## config.mk

```make
export PLATFORM = sky130hd
export DESIGN_NAME = kpi_top
export DESIGN_NICKNAME = d
export VERILOG_FILES = /design/src/core/kpi_pkg.sv /design/src/core/kpi_sync.sv /design/src/core/kpi_top.sv
export SDC_FILE = /design/constraint.sdc
export NUM_CORES = 1
export LEC_CHECK = 0
export BUFFER_PORTS_ARGS = -buffer_cell sky130_fd_sc_hd__buf_2
export CAP_MARGIN = 20
export CORE_UTILIZATION = 49
export CTS_BUF_LIST = sky130_fd_sc_hd__clkbuf_8
export CTS_CLUSTER_DIAMETER = 40
export DETAILED_ROUTE_END_ITERATION = 16
export PLACE_DENSITY = 0.84
export REMOVE_ABC_BUFFERS = 1
export SETUP_SLACK_MARGIN = 0.05
export SYNTH_ARGS = -nofsm -noshare
export SYNTH_HDL_FRONTEND = slang
export SYNTH_SLANG_ARGS = --single-unit
```

## constraint.sdc

```tcl
create_clock -name core_clk -period 1 [get_ports core_clk]
set_input_delay 0.15 -clock core_clk [delete_from_list [all_inputs] [get_ports core_clk]]
set_output_delay 0.15 -clock core_clk [all_outputs]
set_load 0.01 [all_outputs]
```

## src/core/kpi_pkg.sv

```systemverilog
// Constants shared by the keypad pin interrupt unit and its synchroniser.
// Assumes a 100 MHz core clock and an Avalon-MM register slave.

package kpi_pkg;

   ////////////////////////////////////////////////////////////////////////
   // Bus geometry
   localparam int KPI_ADDR_W = 5;
   localparam int KPI_DATA_W = 32;
   localparam int KPI_PINS = 5;
   localparam int KPI_MAP_W = 6;

   ////////////////////////////////////////////////////////////////////////
   // Register byte offsets
   localparam logic [4:0] KPI_OFF_STATUS_CONTROL = 5'h00;
   localparam logic [4:0] KPI_OFF_ENABLE = 5'h04;
   localparam logic [4:0] KPI_OFF_POLARITY = 5'h08;
   localparam logic [4:0] KPI_OFF_EVT_STATUS = 5'h0c;
   localparam logic [4:0] KPI_OFF_EVT_MASK = 5'h10;

   ////////////////////////////////////////////////////////////////////////
   // Status and control fields
   localparam int KPI_MODE_BIT = 0;
   localparam int KPI_IE_BIT = 1;
   localparam int KPI_ACK_BIT = 2;
   localparam int KPI_FLAG_BIT = 3;

   // Pin map: bits 5,4,2,1,0 exist, bit 3 absent
   localparam logic [5:0] KPI_PIN_MASK = 6'h37;

   // Event status fields
   localparam int KPI_EVT_DETECT_BIT = 0;
   localparam int KPI_EVT_REFUSED_BIT = 1;
   localparam int KPI_EVT_W = 2;

   ////////////////////////////////////////////////////////////////////////
   // Reset values
   localparam logic [5:0] KPI_RST_ENABLE = 6'h00;
   localparam logic [5:0] KPI_RST_POLARITY = 6'h00;
   localparam logic [1:0] KPI_RST_EVT = 2'h0;
   localparam logic [31:0] KPI_RST_RDATA = 32'h0000_0000;

   // Bus handshake state
   typedef enum logic [1:0] {
      KPI_BUS_IDLE = 2'b01,
      KPI_BUS_ACK = 2'b10
   } kpi_bus_t;

endpackage

```

## src/core/kpi_sync.sv

```systemverilog
// Two-stage synchroniser for the external detection pins.
// Assumes asynchronous pin levels and one core clock.

`timescale 1ns/1ps
`default_nettype none

module kpi_sync
   import kpi_pkg::*;
(
   input wire logic core_clk,
   input wire logic rst,
   input wire logic [KPI_PINS-1:0] pin_async,
   output logic [KPI_PINS-1:0] pin_sync
);

   logic [KPI_PINS-1:0] meta;

   // First stage feeds only the second stage
   always_ff @(posedge core_clk) begin
      if (rst) begin
         meta <= '0;
         pin_sync <= '0;
      end else begin
         meta <= pin_async; // RULE17
         pin_sync <= meta; // RULE17
      end
   end

   sync_delay_a: assert property (@(posedge core_clk) disable iff (rst) // RULE17
      !$past(rst) && !$past(rst, 2) |-> pin_sync == $past(pin_async, 2))
      else $error("pin synchroniser is not two stages deep");

endmodule

`default_nettype wire

```

## src/core/kpi_top.sv

```systemverilog
// Keypad pin interrupt unit: five watched pins, one flag, interrupt, wake and event requests.
// Assumes an Avalon-MM master on core_clk and power-mode levels from the
// same clock domain.
//
// What this block does
// RULE1 - Detection keeps running in wait mode and can wake the core.
// RULE2 - In stop mode enabled pins wake the core without a clock; stop_wake sets without one, but wake_req is registered on core_clk.
// RULE3 - Debug halt does not alter detection or flag behaviour.
// RULE4 - Each pin detects falling or rising edge, optionally plus level.
// RULE5 - Pin enable bits at 5,4,2,1,0; bit 3 absent and reads zero.
// RULE6 - Flag at bit 3 reads one on detection; writes cannot change it.
// RULE7 - Writing one to acknowledge bit 2 clears flag; it reads zero.
// RULE8 - Interrupt enable bit 1 gates the request.
// RULE9 - Mode bit 0 selects edge only or edge plus level.
// RULE10 - Three 8-bit registers: status-control, pin enable, polarity; the code adds event status and event mask at 0x0c and 0x10.
// RULE11 - All pins share one maskable interrupt request.
// RULE12 - Edges found by comparing synchronised samples on successive cycles.
// RULE13 - In level mode acknowledge clears only if all enabled pins idle.
// RULE14 - Polarity zero means falling/low, one means rising/high.
// RULE15 - Pin enable one makes pin a source; zero ignores it.
// RULE16 - Request high exactly while flag and interrupt enable are set; irq_req is registered, so it follows them one cycle later.
// RULE17 - Pins pass two flip-flops before edge or level checks; the stop-mode level check on act_raw takes the raw pins instead.

`timescale 1ns/1ps
`default_nettype none

module kpi_top
   import kpi_pkg::*;
(
   input wire logic core_clk,
   input wire logic rst,
   input wire logic [KPI_ADDR_W-1:0] avs_address,
   input wire logic avs_read,
   input wire logic avs_write,
   input wire logic [KPI_DATA_W-1:0] avs_writedata,
   input wire logic [3:0] avs_byteenable,
   output logic [KPI_DATA_W-1:0] avs_readdata,
   output logic avs_waitrequest,
   input wire logic [KPI_PINS-1:0] irq_input_pin,
   input wire logic wait_mode,
   input wire logic stop_mode,
   output logic irq_req,
   output logic wake_req,
   output logic event_irq
);

   ////////////////////////////////////////////////////////////////////////
   // Helpers

   // Place five pins on the 6-bit register map, bit 3 empty
   function automatic logic [5:0] kpi_spread(input logic [4:0] p);
      kpi_spread = {p[4], p[3], 1'b0, p[2], p[1], p[0]};
   endfunction

   // Asserted level per pin under its polarity bit
   function automatic logic [5:0] kpi_active(input logic [5:0] lvl,
                                             input logic [5:0] pol);
      kpi_active = ~(lvl ^ pol); // RULE14
   endfunction

   function automatic logic kpi_hit(input logic [4:0] addr,
                                    input logic [4:0] off);
      kpi_hit = (addr == off);
   endfunction

   ////////////////////////////////////////////////////////////////////////
   // Registers and state

   kpi_bus_t bus_state;
   logic detect_flag;
   logic irq_enable_bit;
   logic detect_mode_select;
   logic [5:0] pin_irq_enable;
   logic [5:0] pin_irq_polarity;
   logic [KPI_EVT_W-1:0] evt_status;
   logic [KPI_EVT_W-1:0] evt_mask;
   logic [KPI_PINS-1:0] pin_sync;
   logic [5:0] act_prev;
   logic stop_wake;

   logic wr_take;
   logic [5:0] act_now;
   logic [5:0] act_raw;
   logic edge_hit;
   logic lvl_hit;
   logic det_hit;
   logic ack_wr;
   logic ack_ok;
   logic stop_hit;
   logic [7:0] rd_byte;
   logic [KPI_EVT_W-1:0] evt_set;

   ////////////////////////////////////////////////////////////////////////
   // Pin synchroniser

   kpi_sync u_sync (
      .core_clk(core_clk),
      .rst(rst),
      .pin_async(irq_input_pin),
      .pin_sync(pin_sync)
   );

   ////////////////////////////////////////////////////////////////////////
   // Avalon-MM slave: one wait cycle, then the access completes

   always_ff @(posedge core_clk) begin
      if (rst) begin
         bus_state <= KPI_BUS_IDLE;
         avs_waitrequest <= 1'b1;
         avs_readdata <= KPI_RST_RDATA;
      end else begin
         case (bus_state)
            KPI_BUS_IDLE: begin
               if (avs_read || avs_write) begin
                  bus_state <= KPI_BUS_ACK;
                  avs_waitrequest <= 1'b0;
                  avs_readdata <= avs_read ? {24'h00_0000, rd_byte}
                                           : KPI_RST_RDATA;
               end
            end
            KPI_BUS_ACK: begin
               bus_state <= KPI_BUS_IDLE;
               avs_waitrequest <= 1'b1;
            end
            default: begin
               bus_state <= KPI_BUS_IDLE;
               avs_waitrequest <= 1'b1;
            end
         endcase
      end
   end

   // Writes land on the edge that completes the access; lane 0 only
   assign wr_take = (bus_state == KPI_BUS_ACK) && avs_write &&
                    avs_byteenable[0];

   // Unmapped offsets read zero
   always_comb begin
      case (avs_address)
         KPI_OFF_STATUS_CONTROL:
            rd_byte = {4'h0, detect_flag, 1'b0, // RULE7
                       irq_enable_bit, detect_mode_select}; // RULE10
         KPI_OFF_ENABLE: rd_byte = {2'b00, pin_irq_enable}; // RULE5
         KPI_OFF_POLARITY: rd_byte = {2'b00, pin_irq_polarity};
         KPI_OFF_EVT_STATUS: rd_byte = {6'h00, evt_status};
         KPI_OFF_EVT_MASK: rd_byte = {6'h00, evt_mask};
         default: rd_byte = 8'h00;
      endcase
   end

   ////////////////////////////////////////////////////////////////////////
   // Configuration registers

   always_ff @(posedge core_clk) begin
      if (rst) begin
         irq_enable_bit <= 1'b0;
         detect_mode_select <= 1'b0;
      end else if (wr_take &&
                   kpi_hit(avs_address, KPI_OFF_STATUS_CONTROL)) begin
         irq_enable_bit <= avs_writedata[KPI_IE_BIT]; // RULE8
         detect_mode_select <= avs_writedata[KPI_MODE_BIT]; // RULE9
      end
   end

   always_ff @(posedge core_clk) begin
      if (rst) begin
         pin_irq_enable <= KPI_RST_ENABLE;
      end else if (wr_take && kpi_hit(avs_address, KPI_OFF_ENABLE)) begin
         pin_irq_enable <= avs_writedata[5:0] & KPI_PIN_MASK; // RULE5
      end
   end

   always_ff @(posedge core_clk) begin
      if (rst) begin
         pin_irq_polarity <= KPI_RST_POLARITY;
      end else if (wr_take && kpi_hit(avs_address, KPI_OFF_POLARITY)) begin
         pin_irq_polarity <= avs_writedata[5:0] & KPI_PIN_MASK; // RULE14
      end
   end

   ////////////////////////////////////////////////////////////////////////
   // Detection; no debug-halt gating, so halts change nothing // RULE3

   assign act_now = kpi_active(kpi_spread(pin_sync), pin_irq_polarity) &
                    pin_irq_enable; // RULE15
   assign edge_hit = |(act_now & ~act_prev); // RULE12
   assign lvl_hit = detect_mode_select && (|act_now); // RULE9
   assign det_hit = edge_hit || lvl_hit || stop_wake; // RULE4 RULE11

   always_ff @(posedge core_clk) begin
      if (rst) begin
         act_prev <= 6'h00;
      end else begin
         act_prev <= act_now; // RULE12
      end
   end

   assign ack_wr = wr_take && kpi_hit(avs_address, KPI_OFF_STATUS_CONTROL)
                   && avs_writedata[KPI_ACK_BIT];
   assign ack_ok = !detect_mode_select || !(|act_now); // RULE13

   // Detection beats a simultaneous acknowledge
   always_ff @(posedge core_clk) begin
      if (rst) begin
         detect_flag <= 1'b0;
      end else if (det_hit) begin
         detect_flag <= 1'b1; // RULE6
      end else if (ack_wr && ack_ok) begin
         detect_flag <= 1'b0; // RULE7 RULE13
      end
   end

   ////////////////////////////////////////////////////////////////////////
   // Stop mode: raw pins bypass the synchroniser since no clock runs.
   // Glitches can wake the core; that only costs a spurious flag.

   assign act_raw = kpi_active(kpi_spread(irq_input_pin), pin_irq_polarity)
                    & pin_irq_enable;
   assign stop_hit = stop_mode && irq_enable_bit && (|act_raw); // RULE2

   always_ff @(posedge core_clk or posedge stop_hit) begin
      if (stop_hit) begin
         stop_wake <= 1'b1; // RULE2
      end else if (rst) begin
         stop_wake <= 1'b0;
      end else if (!stop_mode) begin
         stop_wake <= 1'b0;
      end
   end

   ////////////////////////////////////////////////////////////////////////
   // Request and wake outputs

   always_ff @(posedge core_clk) begin
      if (rst) begin
         irq_req <= 1'b0;
         wake_req <= 1'b0;
      end else begin
         irq_req <= detect_flag && irq_enable_bit; // RULE16 RULE8 RULE11
         wake_req <= (stop_wake || (wait_mode && detect_flag)) &&
                     irq_enable_bit; // RULE1 RULE2
      end
   end

   ////////////////////////////////////////////////////////////////////////
   // Event status, write one to clear; set wins over clear

   assign evt_set = {ack_wr && !ack_ok, det_hit && !detect_flag};

   always_ff @(posedge core_clk) begin
      if (rst) begin
         evt_status <= KPI_RST_EVT;
      end else begin
         if (wr_take && kpi_hit(avs_address, KPI_OFF_EVT_STATUS)) begin
            evt_status <= (evt_status & ~avs_writedata[KPI_EVT_W-1:0]) |
                          evt_set;
         end else begin
            evt_status <= evt_status | evt_set;
         end
      end
   end

   always_ff @(posedge core_clk) begin
      if (rst) begin
         evt_mask <= KPI_RST_EVT;
      end else if (wr_take && kpi_hit(avs_address, KPI_OFF_EVT_MASK)) begin
         evt_mask <= avs_writedata[KPI_EVT_W-1:0];
      end
   end

   always_ff @(posedge core_clk) begin
      if (rst) begin
         event_irq <= 1'b0;
      end else begin
         event_irq <= |(evt_status & evt_mask);
      end
   end

   ////////////////////////////////////////////////////////////////////////
   // Checks

   irq_gate_a: assert property (@(posedge core_clk) disable iff (rst) // RULE16
      detect_flag && irq_enable_bit |=> irq_req)
      else $error("request missing with flag and enable set");

   irq_block_a: assert property (@(posedge core_clk) disable iff (rst) // RULE8
      !irq_enable_bit |=> !irq_req)
      else $error("request raised with interrupt enable clear");

   edge_set_a: assert property (@(posedge core_clk) disable iff (rst) // RULE12
      |(act_now & ~act_prev) |=> detect_flag)
      else $error("enabled edge did not set the flag");

   ack_clear_a: assert property (@(posedge core_clk) disable iff (rst) // RULE7
      ack_wr && !detect_mode_select && !det_hit |=> !detect_flag)
      else $error("acknowledge in edge mode did not clear flag");

   level_hold_a: assert property (@(posedge core_clk) disable iff (rst) // RULE13
      ack_wr && detect_mode_select && (|act_now) |=> detect_flag)
      else $error("acknowledge cleared flag while a pin is asserted");

   flag_keep_a: assert property (@(posedge core_clk) disable iff (rst) // RULE6
      detect_flag && !ack_wr |=> detect_flag)
      else $error("flag dropped without acknowledge");

   ack_read_a: assert property (@(posedge core_clk) disable iff (rst) // RULE7
      bus_state == KPI_BUS_IDLE && avs_read &&
      avs_address == KPI_OFF_STATUS_CONTROL |=>
      !avs_waitrequest && !avs_readdata[KPI_ACK_BIT])
      else $error("acknowledge bit read back nonzero");

   absent_bit_a: assert property (@(posedge core_clk) disable iff (rst) // RULE5
      bus_state == KPI_BUS_IDLE && avs_read &&
      avs_address == KPI_OFF_ENABLE |=> !avs_readdata[3])
      else $error("absent enable bit 3 read as one");

   idle_pins_a: assert property (@(posedge core_clk) disable iff (rst) // RULE15
      !detect_flag && pin_irq_enable == 6'h00 && !stop_wake
      |=> !detect_flag)
      else $error("flag set with every pin disabled");

   wait_wake_a: assert property (@(posedge core_clk) disable iff (rst) // RULE1
      wait_mode && detect_flag && irq_enable_bit |=> wake_req)
      else $error("no wake from wait with flag and enable set");

   stop_flag_a: assert property (@(posedge core_clk) disable iff (rst) // RULE2
      stop_wake |=> detect_flag ##1 irq_req)
      else $error("stop wake did not set flag and request");

   bus_ack_a: assert property (@(posedge core_clk) disable iff (rst)
      (avs_read || avs_write) && avs_waitrequest |=> !avs_waitrequest ##1
      avs_waitrequest)
      else $error("bus access not completed in one wait cycle");

   edge_cov_c: cover property (@(posedge core_clk) disable iff (rst)
      !detect_mode_select && edge_hit ##1 irq_req);

   refused_cov_c: cover property (@(posedge core_clk) disable iff (rst)
      ack_wr && !ack_ok);

   stop_cov_c: cover property (@(posedge core_clk) disable iff (rst)
      stop_mode && stop_wake ##1 wake_req);

   evt_cov_c: cover property (@(posedge core_clk) disable iff (rst)
      event_irq);

endmodule

`default_nettype wire

```

==> Yosys cells after proc, flatten, opt, wreduce, memory -nomap -nowiden <==
Cells that the tools add are included.
{ "classes": {"eq_ne": 7, "n_mux": 7, "bitwise_logic": 14, "n_reduce_logical": 34} }
{ "ops": {"columns": ["op", "count"], "rows": [
  ["$pmux W6 S5", 1],
  ["$and A6 B6 Y6", 3],
  ["$not A6 Y6", 3],
  ["$reduce_or A6 Y1", 3],
  ["$logic_and A1 B1 Y1", 17],
  ["$xor A6 B6 Y6", 2],
  ["$eq A5 B4 Y1 const B", 2],
  ["$mux W8", 1],
  ["$eq A5 B3 Y1 const B", 1],
  ["$eq A5 B5 Y1 const B", 1],
  ["$logic_not A5 Y1", 1],
  ["$logic_or A1 B1 Y1", 5],
  ["$and A2 B2 Y2", 2],
  ["$logic_not A1 Y1", 4],
  ["$mux W1", 4],
  ["$or A2 B2 Y2", 2],
  ["$reduce_or A2 Y1", 2],
  ["$eq A2 B1 Y1 const B", 1],
  ["$eq A2 B2 Y1 const B", 1],
  ["$mux W2", 1],
  ["$ne A2 B2 Y1 const B", 1],
  ["$not A2 Y2", 1],
  ["$reduce_and A2 Y1", 1],
  ["$reduce_bool A2 Y1", 1],
  ["$not A1 Y1", 1]
]} }
{ "totals": {"register_bits": 72, "input_bits": 52, "output_inout_bits": 36, "wordCells": 79} }

==> Depth between registers and ports, before layout <==
Gate-level depths: netlist (run 1).
{ "logic_depth": {"depth_word": 10, "mapped_depth": 5, "mapped_depth_nobuf": 4} }

==> Modules after synthesis <==
Synthesis (run 1) repeated with hierarchy kept, for this count alone.
{ "hier_totals": {"cells_unflattened": 217, "hier_area_um2": 2045.7} }
{ "by_module_without_submodules": {"columns": ["mod", "instances", "cells_per_inst", "area_each_um2", "seq_area_each_um2"], "rows": [
  ["kpi_top", 1, 197, 1783.0, 686.9],
  ["kpi_sync", 1, 20, 262.8, 200.2]
]} }

==> Worst setup path before layout (run 1) <==
Ideal clock, no wire load.
{ "synth_path": {"path_type": "reg-to-reg", "start": "reg bus_state[0]", "end": "reg evt_status[1]", "setup_ps": 75, "arrival_time_ps": 1238, "required_ps": 925, "path_slack_ps": -313, "path_stages_with_launch": 6, "n_path_buf": 1, "period_less_slack_ps": 1313, "cell_sequence": "dfxtp_1 > and4b_1 > buf_2 > nand3_2 > or3_1 > o22ai_1"} }
{ "synth_between": {"elab_chain_cells": 8, "elab_cells_between_ends": 10, "cone_classes": "1 x eq/ne; 1 x mux; 2 x bitwise; 6 x reduce/logical"} }
{ "synth_lines": {"columns": ["element", "line", "rtl"], "rows": [
  ["start: declaration", "kpi_top.sv:69", "kpi_bus_t bus_state;"],
  ["start signal: assignment", "kpi_top.sv:108", "bus_state <= KPI_BUS_IDLE;"],
  ["start signal: assignment", "kpi_top.sv:115", "bus_state <= KPI_BUS_ACK;"],
  ["start signal: assignment", "kpi_top.sv:122", "bus_state <= KPI_BUS_IDLE;"],
  ["$eq A2 B2 Y1 (*)", "kpi_top.sv:134", "assign wr_take = (bus_state == KPI_BUS_ACK) && avs_write &&"],
  ["$logic_and A1 B1 Y1 (*) (2 in a row)", "kpi_top.sv:134", null],
  ["$logic_and A1 B1 Y1", "kpi_top.sv:198", "assign ack_wr = wr_take && kpi_hit(avs_address, KPI_OFF_STATUS_CONTROL)"],
  ["$logic_and A1 B1 Y1", "kpi_top.sv:199", "&& avs_writedata[KPI_ACK_BIT];"],
  ["$logic_and A1 B1 Y1", "kpi_top.sv:248", "assign evt_set = {ack_wr && !ack_ok, det_hit && !detect_flag};"],
  ["$or A2 B2 Y2, on equally long branches", "kpi_top.sv:258, kpi_top.sv:255", null],
  ["$mux W2 (*)", "kpi_top.sv:254", "if (wr_take && kpi_hit(avs_address, KPI_OFF_EVT_STATUS)) begin"],
  ["end signal: assignment", "kpi_top.sv:255", "evt_status <= (evt_status & ~avs_writedata[KPI_EVT_W-1:0]) |"],
  ["end signal: assignment", "kpi_top.sv:258", "evt_status <= evt_status | evt_set;"],
  ["end: declaration", "kpi_top.sv:75", "logic [KPI_EVT_W-1:0] evt_status;"]
]} }
Every way passes the cells marked *; elsewhere a longest branch is shown, timed or not.
A chain may end at the register's enable or synchronous reset.

==> Worst setup path in the final report (run 1) <==
Same ends and word-level chain as after synthesis.

==> summary.txt, run 1 <==
status -> complete, but fails checks
failing checks -> negative setup slack
post-route ant nets -> 0
setup ws final -> -0.3738 ns
Required @ worst endpoint -> 1.21 ns
Max clock buf depth -> 2
fin nets -> 335
share of post-route cells with drive strength above 1 -> 41.20%
commonest cells after routing, fill and taps aside -> 33 x dfxtp_1, 33 x buf_4, 31 x buf_2, 26 x nor2_1, 26 x conb_1
sequential-to-total area share from yosys stat -> 44.12%
GRT Total Usage -> 23.48%
Seq cells post-synth -> 44
Wirelength per Cell -> 15.02 um
Fill cells -> 282
clk sinks -> 44
first-pass GRT wire length -> 7.479 mm
FMAX -> 0.7279 GHz
worst reg2reg path depth -> 4
Placed Cells -> 321
Top FF cell, synth -> dfxtp_1
io pins -> 88
fin crit period -> 1.374 ns
TritonCTS clock tree -> yes
Post-synth EDFFs -> 0
Non-Filler Instances -> 332
Final GP Congestion -> 0.8584
Final setup violation count -> 25
Clock Latency Late Sink -> 0.30 ns
final WL -> 4.988 mm
Via Count -> 1700
I/O Buffers -> 31
main combinational cell family by area after synthesis -> simple AND/OR/NAND/NOR gates
Total Power -> 3.537 mW
post-synthesis xor/xnor area fraction -> 4.356%
Ys Warns -> 0
Max Slew Vio Count -> 0
initial core utilization -> 52.93%
Row Count -> 22
H-Tree Depth -> 2
VDD IR max -> 0.9998 mV
Hold Crit Class -> input port to register
CTS Root Cell -> clkbuf_8
crit-path max FO -> 5
r2r endpoint -> evt_status[1]
Hold Path Depth -> 2
final hold vios -> 0
Max-cap violations -> 0
multiplexer share of the synthesized area -> 9.210%
leakage -> 1.222 nW
die area -> 0.004363 mm^2
ANT cells -> 0
RR Startpoint -> bus_state[0]
WP data arrival -> 1.59 ns
largest net degree at the start of global routing -> 23
synth unique cells -> 38
hold path start -> irq_input_pin[1]
Clock Skew -> 0.01104 ns
Worst-path clk slew -> 0.08 ns
post-synthesis compound-gate area fraction -> 10.64%
WS Path Type -> register to register
Die Width -> 66.06 um
Hold Path End -> u_sync.meta[1]
vias per std cell -> 5.120
startpoint types -> register
number of global-route vias before repair -> 1666
Post-Synth Adder-Cell Area -> 0%
DR iter-0 viols -> 77
GR Overflow Total -> 0
PwrDens -> 1323 mW/mm^2
endpoint class of the critical path -> register
R2R setup slack -> -0.37 ns
Syn Area/Cell -> 9.440 um^2
CTS Buf Count -> 5
post-synthesis simple-gate area fraction -> 19.23%
Core Region -> 0.003799 mm^2
RSZ-0062 raised after global routing -> yes
# DRC -> 0
Detailed Place HPWL -> 3.450 mm
Layout area overhead -> 32.92%
Mapped Cells -> 213
Synth Cell Area -> 0.002011 mm^2
antenna violations before repair -> 0
asr flop ratio synth -> 2.273%
Final period util -> 137.4%
die height -> 66.06 um
first-pass iteration count of the detailed router -> 4
worst max path at each step:
stage / startpoint / to / slack, ns
2_1_floorplan: bus_state[0] / evt_status[1] / -0.32
3_3_place_gp: bus_state[0] / evt_status[1] / -0.27
3_5_place_dp: bus_state[0] / evt_mask[1] / -0.33
4_1_cts: bus_state[0] / evt_status[0] / -0.28
5_1_grt: bus_state[0] / evt_status[1] / -0.44
6_report: bus_state[0] / evt_status[1] / -0.37
state kept, by name, indices dropped and copies added (netlist names):
register / flops
u_sync.pin_sync: 5
act_prev: 5
stop_wake: 1
u_sync.meta: 5
evt_mask: 2
detect_mode_select: 1
evt_status: 2
pin_irq_enable: 5
detect_flag: 1
bus_state: 2
pin_irq_polarity: 5
avs_readdata: 6
wake_req: 1
irq_req: 1
irq_enable_bit: 1
event_irq: 1
worst max-delay path: stages, from the launching register on:
cell,delay [ns]
dfxtp_2,0.33
and4b_2,0.37
nand3_2,0.11
or3_1,0.34
o22ai_1,0.14
kinds of logic after synthesis:
family                    after synthesis
muxes                                  18
DFF                                    44
AOI/OAI and AO/OA                      29
other                                   1
buffers and inverters                  39
and+or+nand+nor                        72
xor gates and xnor gates               10
cell type report:
| type | instances | area, um^2 | area share [%] |
|---|---|---|---|
| clock inverter | 2 | 38.79 | 1.451 |
| tap | 48 | 60.06 | 2.247 |
| clock buffer | 6 | 82.58 | 3.090 |
| sequential | 44 | 899.6 | 33.66 |
| multi-input combinational | 155 | 1089 | 40.73 |
| inverter | 6 | 22.52 | 0.8427 |
| timing repair buffer | 71 | 480.5 | 17.98 |
timing repair:
| action | 4_1_cts | 5_1_grt |
|---|---|---|
| hold buffers | 1 | 0 |
| pin swaps | 8 | 16 |
| setup endpoints to repair | 27 | 33 |
| buffers inserted | 5 | 3 |
| resized for setup | 15 | 25 |
| endpoints found under the hold margin | 1 | 0 |
report_power, final:
group	leakage (nW)	switching, mW	internal (mW)
Clock	0.0614	0.605	0.817
Sequential	0.363	0.0119	1.78
Combinational	0.797	0.196	0.129
Total	1.22	0.812	2.72
per-layer routing:
metal / track usage [%] / routed length [um] / vias to the layer above
met5: 0 / 0 / -
met4: 7.979 / 106 / 0
met3: 7.241 / 312 / 12
met2: 41.45 / 2615 / 65
met1: 26.53 / 1954 / 807
li1: - / - / 816
synth_stat cells (2+ instances only):
cell | instances | area (um^2)
nand2_1 | 12 | 45.04
a22o_1 | 3 | 26.28
mux2_2 | 4 | 45.04
o21ai_0 | 2 | 10.01
nand3b_1 | 2 | 15.01
nand3_2 | 2 | 20.02
nor2_1 | 28 | 105.1
buf_4 | 26 | 195.2
nand3_1 | 3 | 15.01
nor2b_1 | 13 | 81.33
a41o_1 | 2 | 20.02
buf_2 | 2 | 10.01
a21oi_1 | 3 | 15.01
a32oi_1 | 4 | 35.03
clkbuf_1 | 5 | 18.77
inv_1 | 6 | 22.52
nand4_1 | 2 | 12.51
a21o_1 | 3 | 22.52
a31oi_1 | 3 | 18.77
mux2i_1 | 14 | 140.1
a22oi_1 | 6 | 45.04
xnor2_1 | 10 | 87.58
dfxtp_1 | 43 | 860.8
per-stage QoR:
| step | hold slack [ns] | worst slack (ns) | instance area [um^2] | TNS [ns] | utilization [%] |
|---|---|---|---|---|---|
| 6_report | 0.09349 | -0.3738 | 2673 | -5.582 | 70.36 |
| 5_1_grt | 0.09675 | -0.4410 | 2673 | -7.088 | 70.36 |
| 4_1_cts | 0.08531 | -0.2850 | 2580 | -5.463 | 67.92 |
| 3_5_place_dp | 0.1926 | -0.3270 | 2374 | -6.250 | 62.48 |
| 3_3_place_gp | 0.1873 | -0.2685 | 2374 | -5.100 | 62.48 |
| 2_1_floorplan | 0.06782 | -0.3209 | 1881 | -3.963 | - |
Power figures use the tool's default switching activity.
==> run 2: changes to the inputs <==
- SETUP_SLACK_MARGIN: 0.05 -> 0.15
==> run 2 against run 1 <==
Against the previous run:
- count of clock-buffer cells in the layout did not move
- non-clock buffer count rose by 4
- critical path depth up 1
- sequential power barely moved
- largest cell class unchanged
- clock power is essentially flat
- register-to-register slack got worse by 0.03 ns
- combinational power up 3%
- the flow still finishes with violations (negative setup slack)
==> summary.txt, run 2 (synthesis results as in run 1) <==
fin nets -> 339
Die Width -> 66.06 um
Max clock buf depth -> 2
WS Path Type -> register to register
Layout area overhead -> 38.27%
Final Util -> 73.19%
Worst-path clk slew -> 0.08 ns
post-route ant nets -> 0
Hold Crit Class -> input port to register
Biggest register -> avs_readdata
number of global-route vias before repair -> 1739
initial core utilization -> 52.93%
dpl cell area -> 0.002374 mm^2
leakage -> 1.260 nW
Final setup violation count -> 27
FMAX -> 0.7142 GHz
VDD IR max -> 1.031 mV
I/O Buffers -> 31
Clock Skew -> 0.008765 ns
crit-path max FO -> 5
CTS Buf Count -> 5
largest net degree at the start of global routing -> 23
Max-cap violations -> 0
Clock Latency Late Sink -> 0.30 ns
Core Region -> 0.003799 mm^2
die height -> 66.06 um
Final GP Congestion -> 0.8584
PwrDens -> 1282 mW/mm^2
first-pass iteration count of the detailed router -> 4
GR Overflow Total -> 0
Required @ worst endpoint -> 1.19 ns
WP data arrival -> 1.59 ns
first-pass GRT wire length -> 7.859 mm
vias per std cell -> 5.262
startpoint types -> register
Detailed Place HPWL -> 3.450 mm
Via Count -> 1768
failing checks -> negative setup slack
max FFs per register -> 6
WHS -> 0.09368 ns
Max Slew Vio Count -> 0
RSZ-0062 raised after global routing -> yes
share of post-route cells with drive strength above 1 -> 44.79%
Row Count -> 22
H-Tree Depth -> 2
Final period util -> 140.0%
io pins -> 88
setup ws final -> -0.4002 ns
DR iter-0 viols -> 122
die area -> 0.004363 mm^2
# DRC -> 0
commonest non-fill, non-tap cell in the layout -> buf_4
ANT cells -> 0
TritonCTS clock tree -> yes
final WL -> 5.356 mm
clk sinks -> 44
commonest cells after routing, fill and taps aside -> 34 x buf_4, 28 x dfxtp_1, 26 x conb_1, 25 x nor2_1, 24 x buf_2
CTS Root Cell -> clkbuf_8
final hold vios -> 0
Wirelength per Cell -> 15.94 um
antenna violations before repair -> 0
fin crit period -> 1.400 ns
endpoint class of the critical path -> register
status -> complete, but fails checks
GRT Total Usage -> 24.91%
Final Cell Area -> 0.002780 mm^2
==> run 2: cell types whose count changed in the layout (fill, tap and decap cells not counted), sizes merged <==
| cell | change |
|---|---|
| buf | +4 |
==> run 2: cell type report <==
type                       count  area, um^2
inverter                       6       22.52
clock inverter                 2       38.79
timing repair buffer          75       565.5
fill                         256        1018
sequential                    44       905.9
tap                           48       60.06
clock buffer                   6       82.58
multi-input combinational    155        1105
==> run 2: per-layer routing <==
metal	track usage, %	share of wire (%)	routed length, um
met5	0	0	0
met4	11.44	3.9	207
met3	7.241	6.1	329
met2	43.88	52	2799
met1	27.31	38	2019
==> run 2: final timing paths <==
| path | endpoint | start | cells after the start | slack (ns) |
|---|---|---|---|---|
| worst max-delay path | irq_enable_bit | bus_state[0] | 5 | -0.40 |
| worst min-delay path | u_sync.meta[1] | irq_input_pin[1] | 2 | 0.09 |
| worst max register to register | irq_enable_bit | bus_state[0] | 5 | -0.40 |
| worst min register to register | stop_wake | irq_enable_bit | 2 | 0.38 |
| max in group asynchronous | stop_wake | pin_irq_polarity[4] | 5 | 0.01 |
| min in group asynchronous | stop_wake | irq_input_pin[0] | 5 | 0.23 |
==> run 2: worst max-delay path: stages, from the launching register on <==
cell and delay, ns:
dfxtp_2 0.33, and4b_2 0.37, nand3_2 0.12, buf_4 0.18, mux2i_2 0.23, nor2_1 0.07
==> run 2: what timing repair did <==
action,in CTS,in global routing
hold buffers,1,0
endpoints found under the setup margin,40,41
resized for setup,37,21
pin swaps,11,15
buffers inserted,3,3
hold endpoints to repair,1,0
==> run 2: per-stage QoR <==
stage          cells  TNS [ns]  setup WS (ns)  power (mW)
6_report         336    -5.816        -0.4002       3.565
5_1_grt          336    -7.016        -0.4125       3.681
4_1_cts          333    -5.490        -0.2850       3.542
3_5_place_dp     321    -6.250        -0.3270       2.119
3_3_place_gp     321    -5.100        -0.2685       2.111
2_1_floorplan    205    -3.963        -0.3209       1.949
==> run 2: report_power, final <==
group / switching [mW] / internal (mW)
clock network: 0.621 / 0.817
registers: 0.0129 / 1.78
logic: 0.203 / 0.132
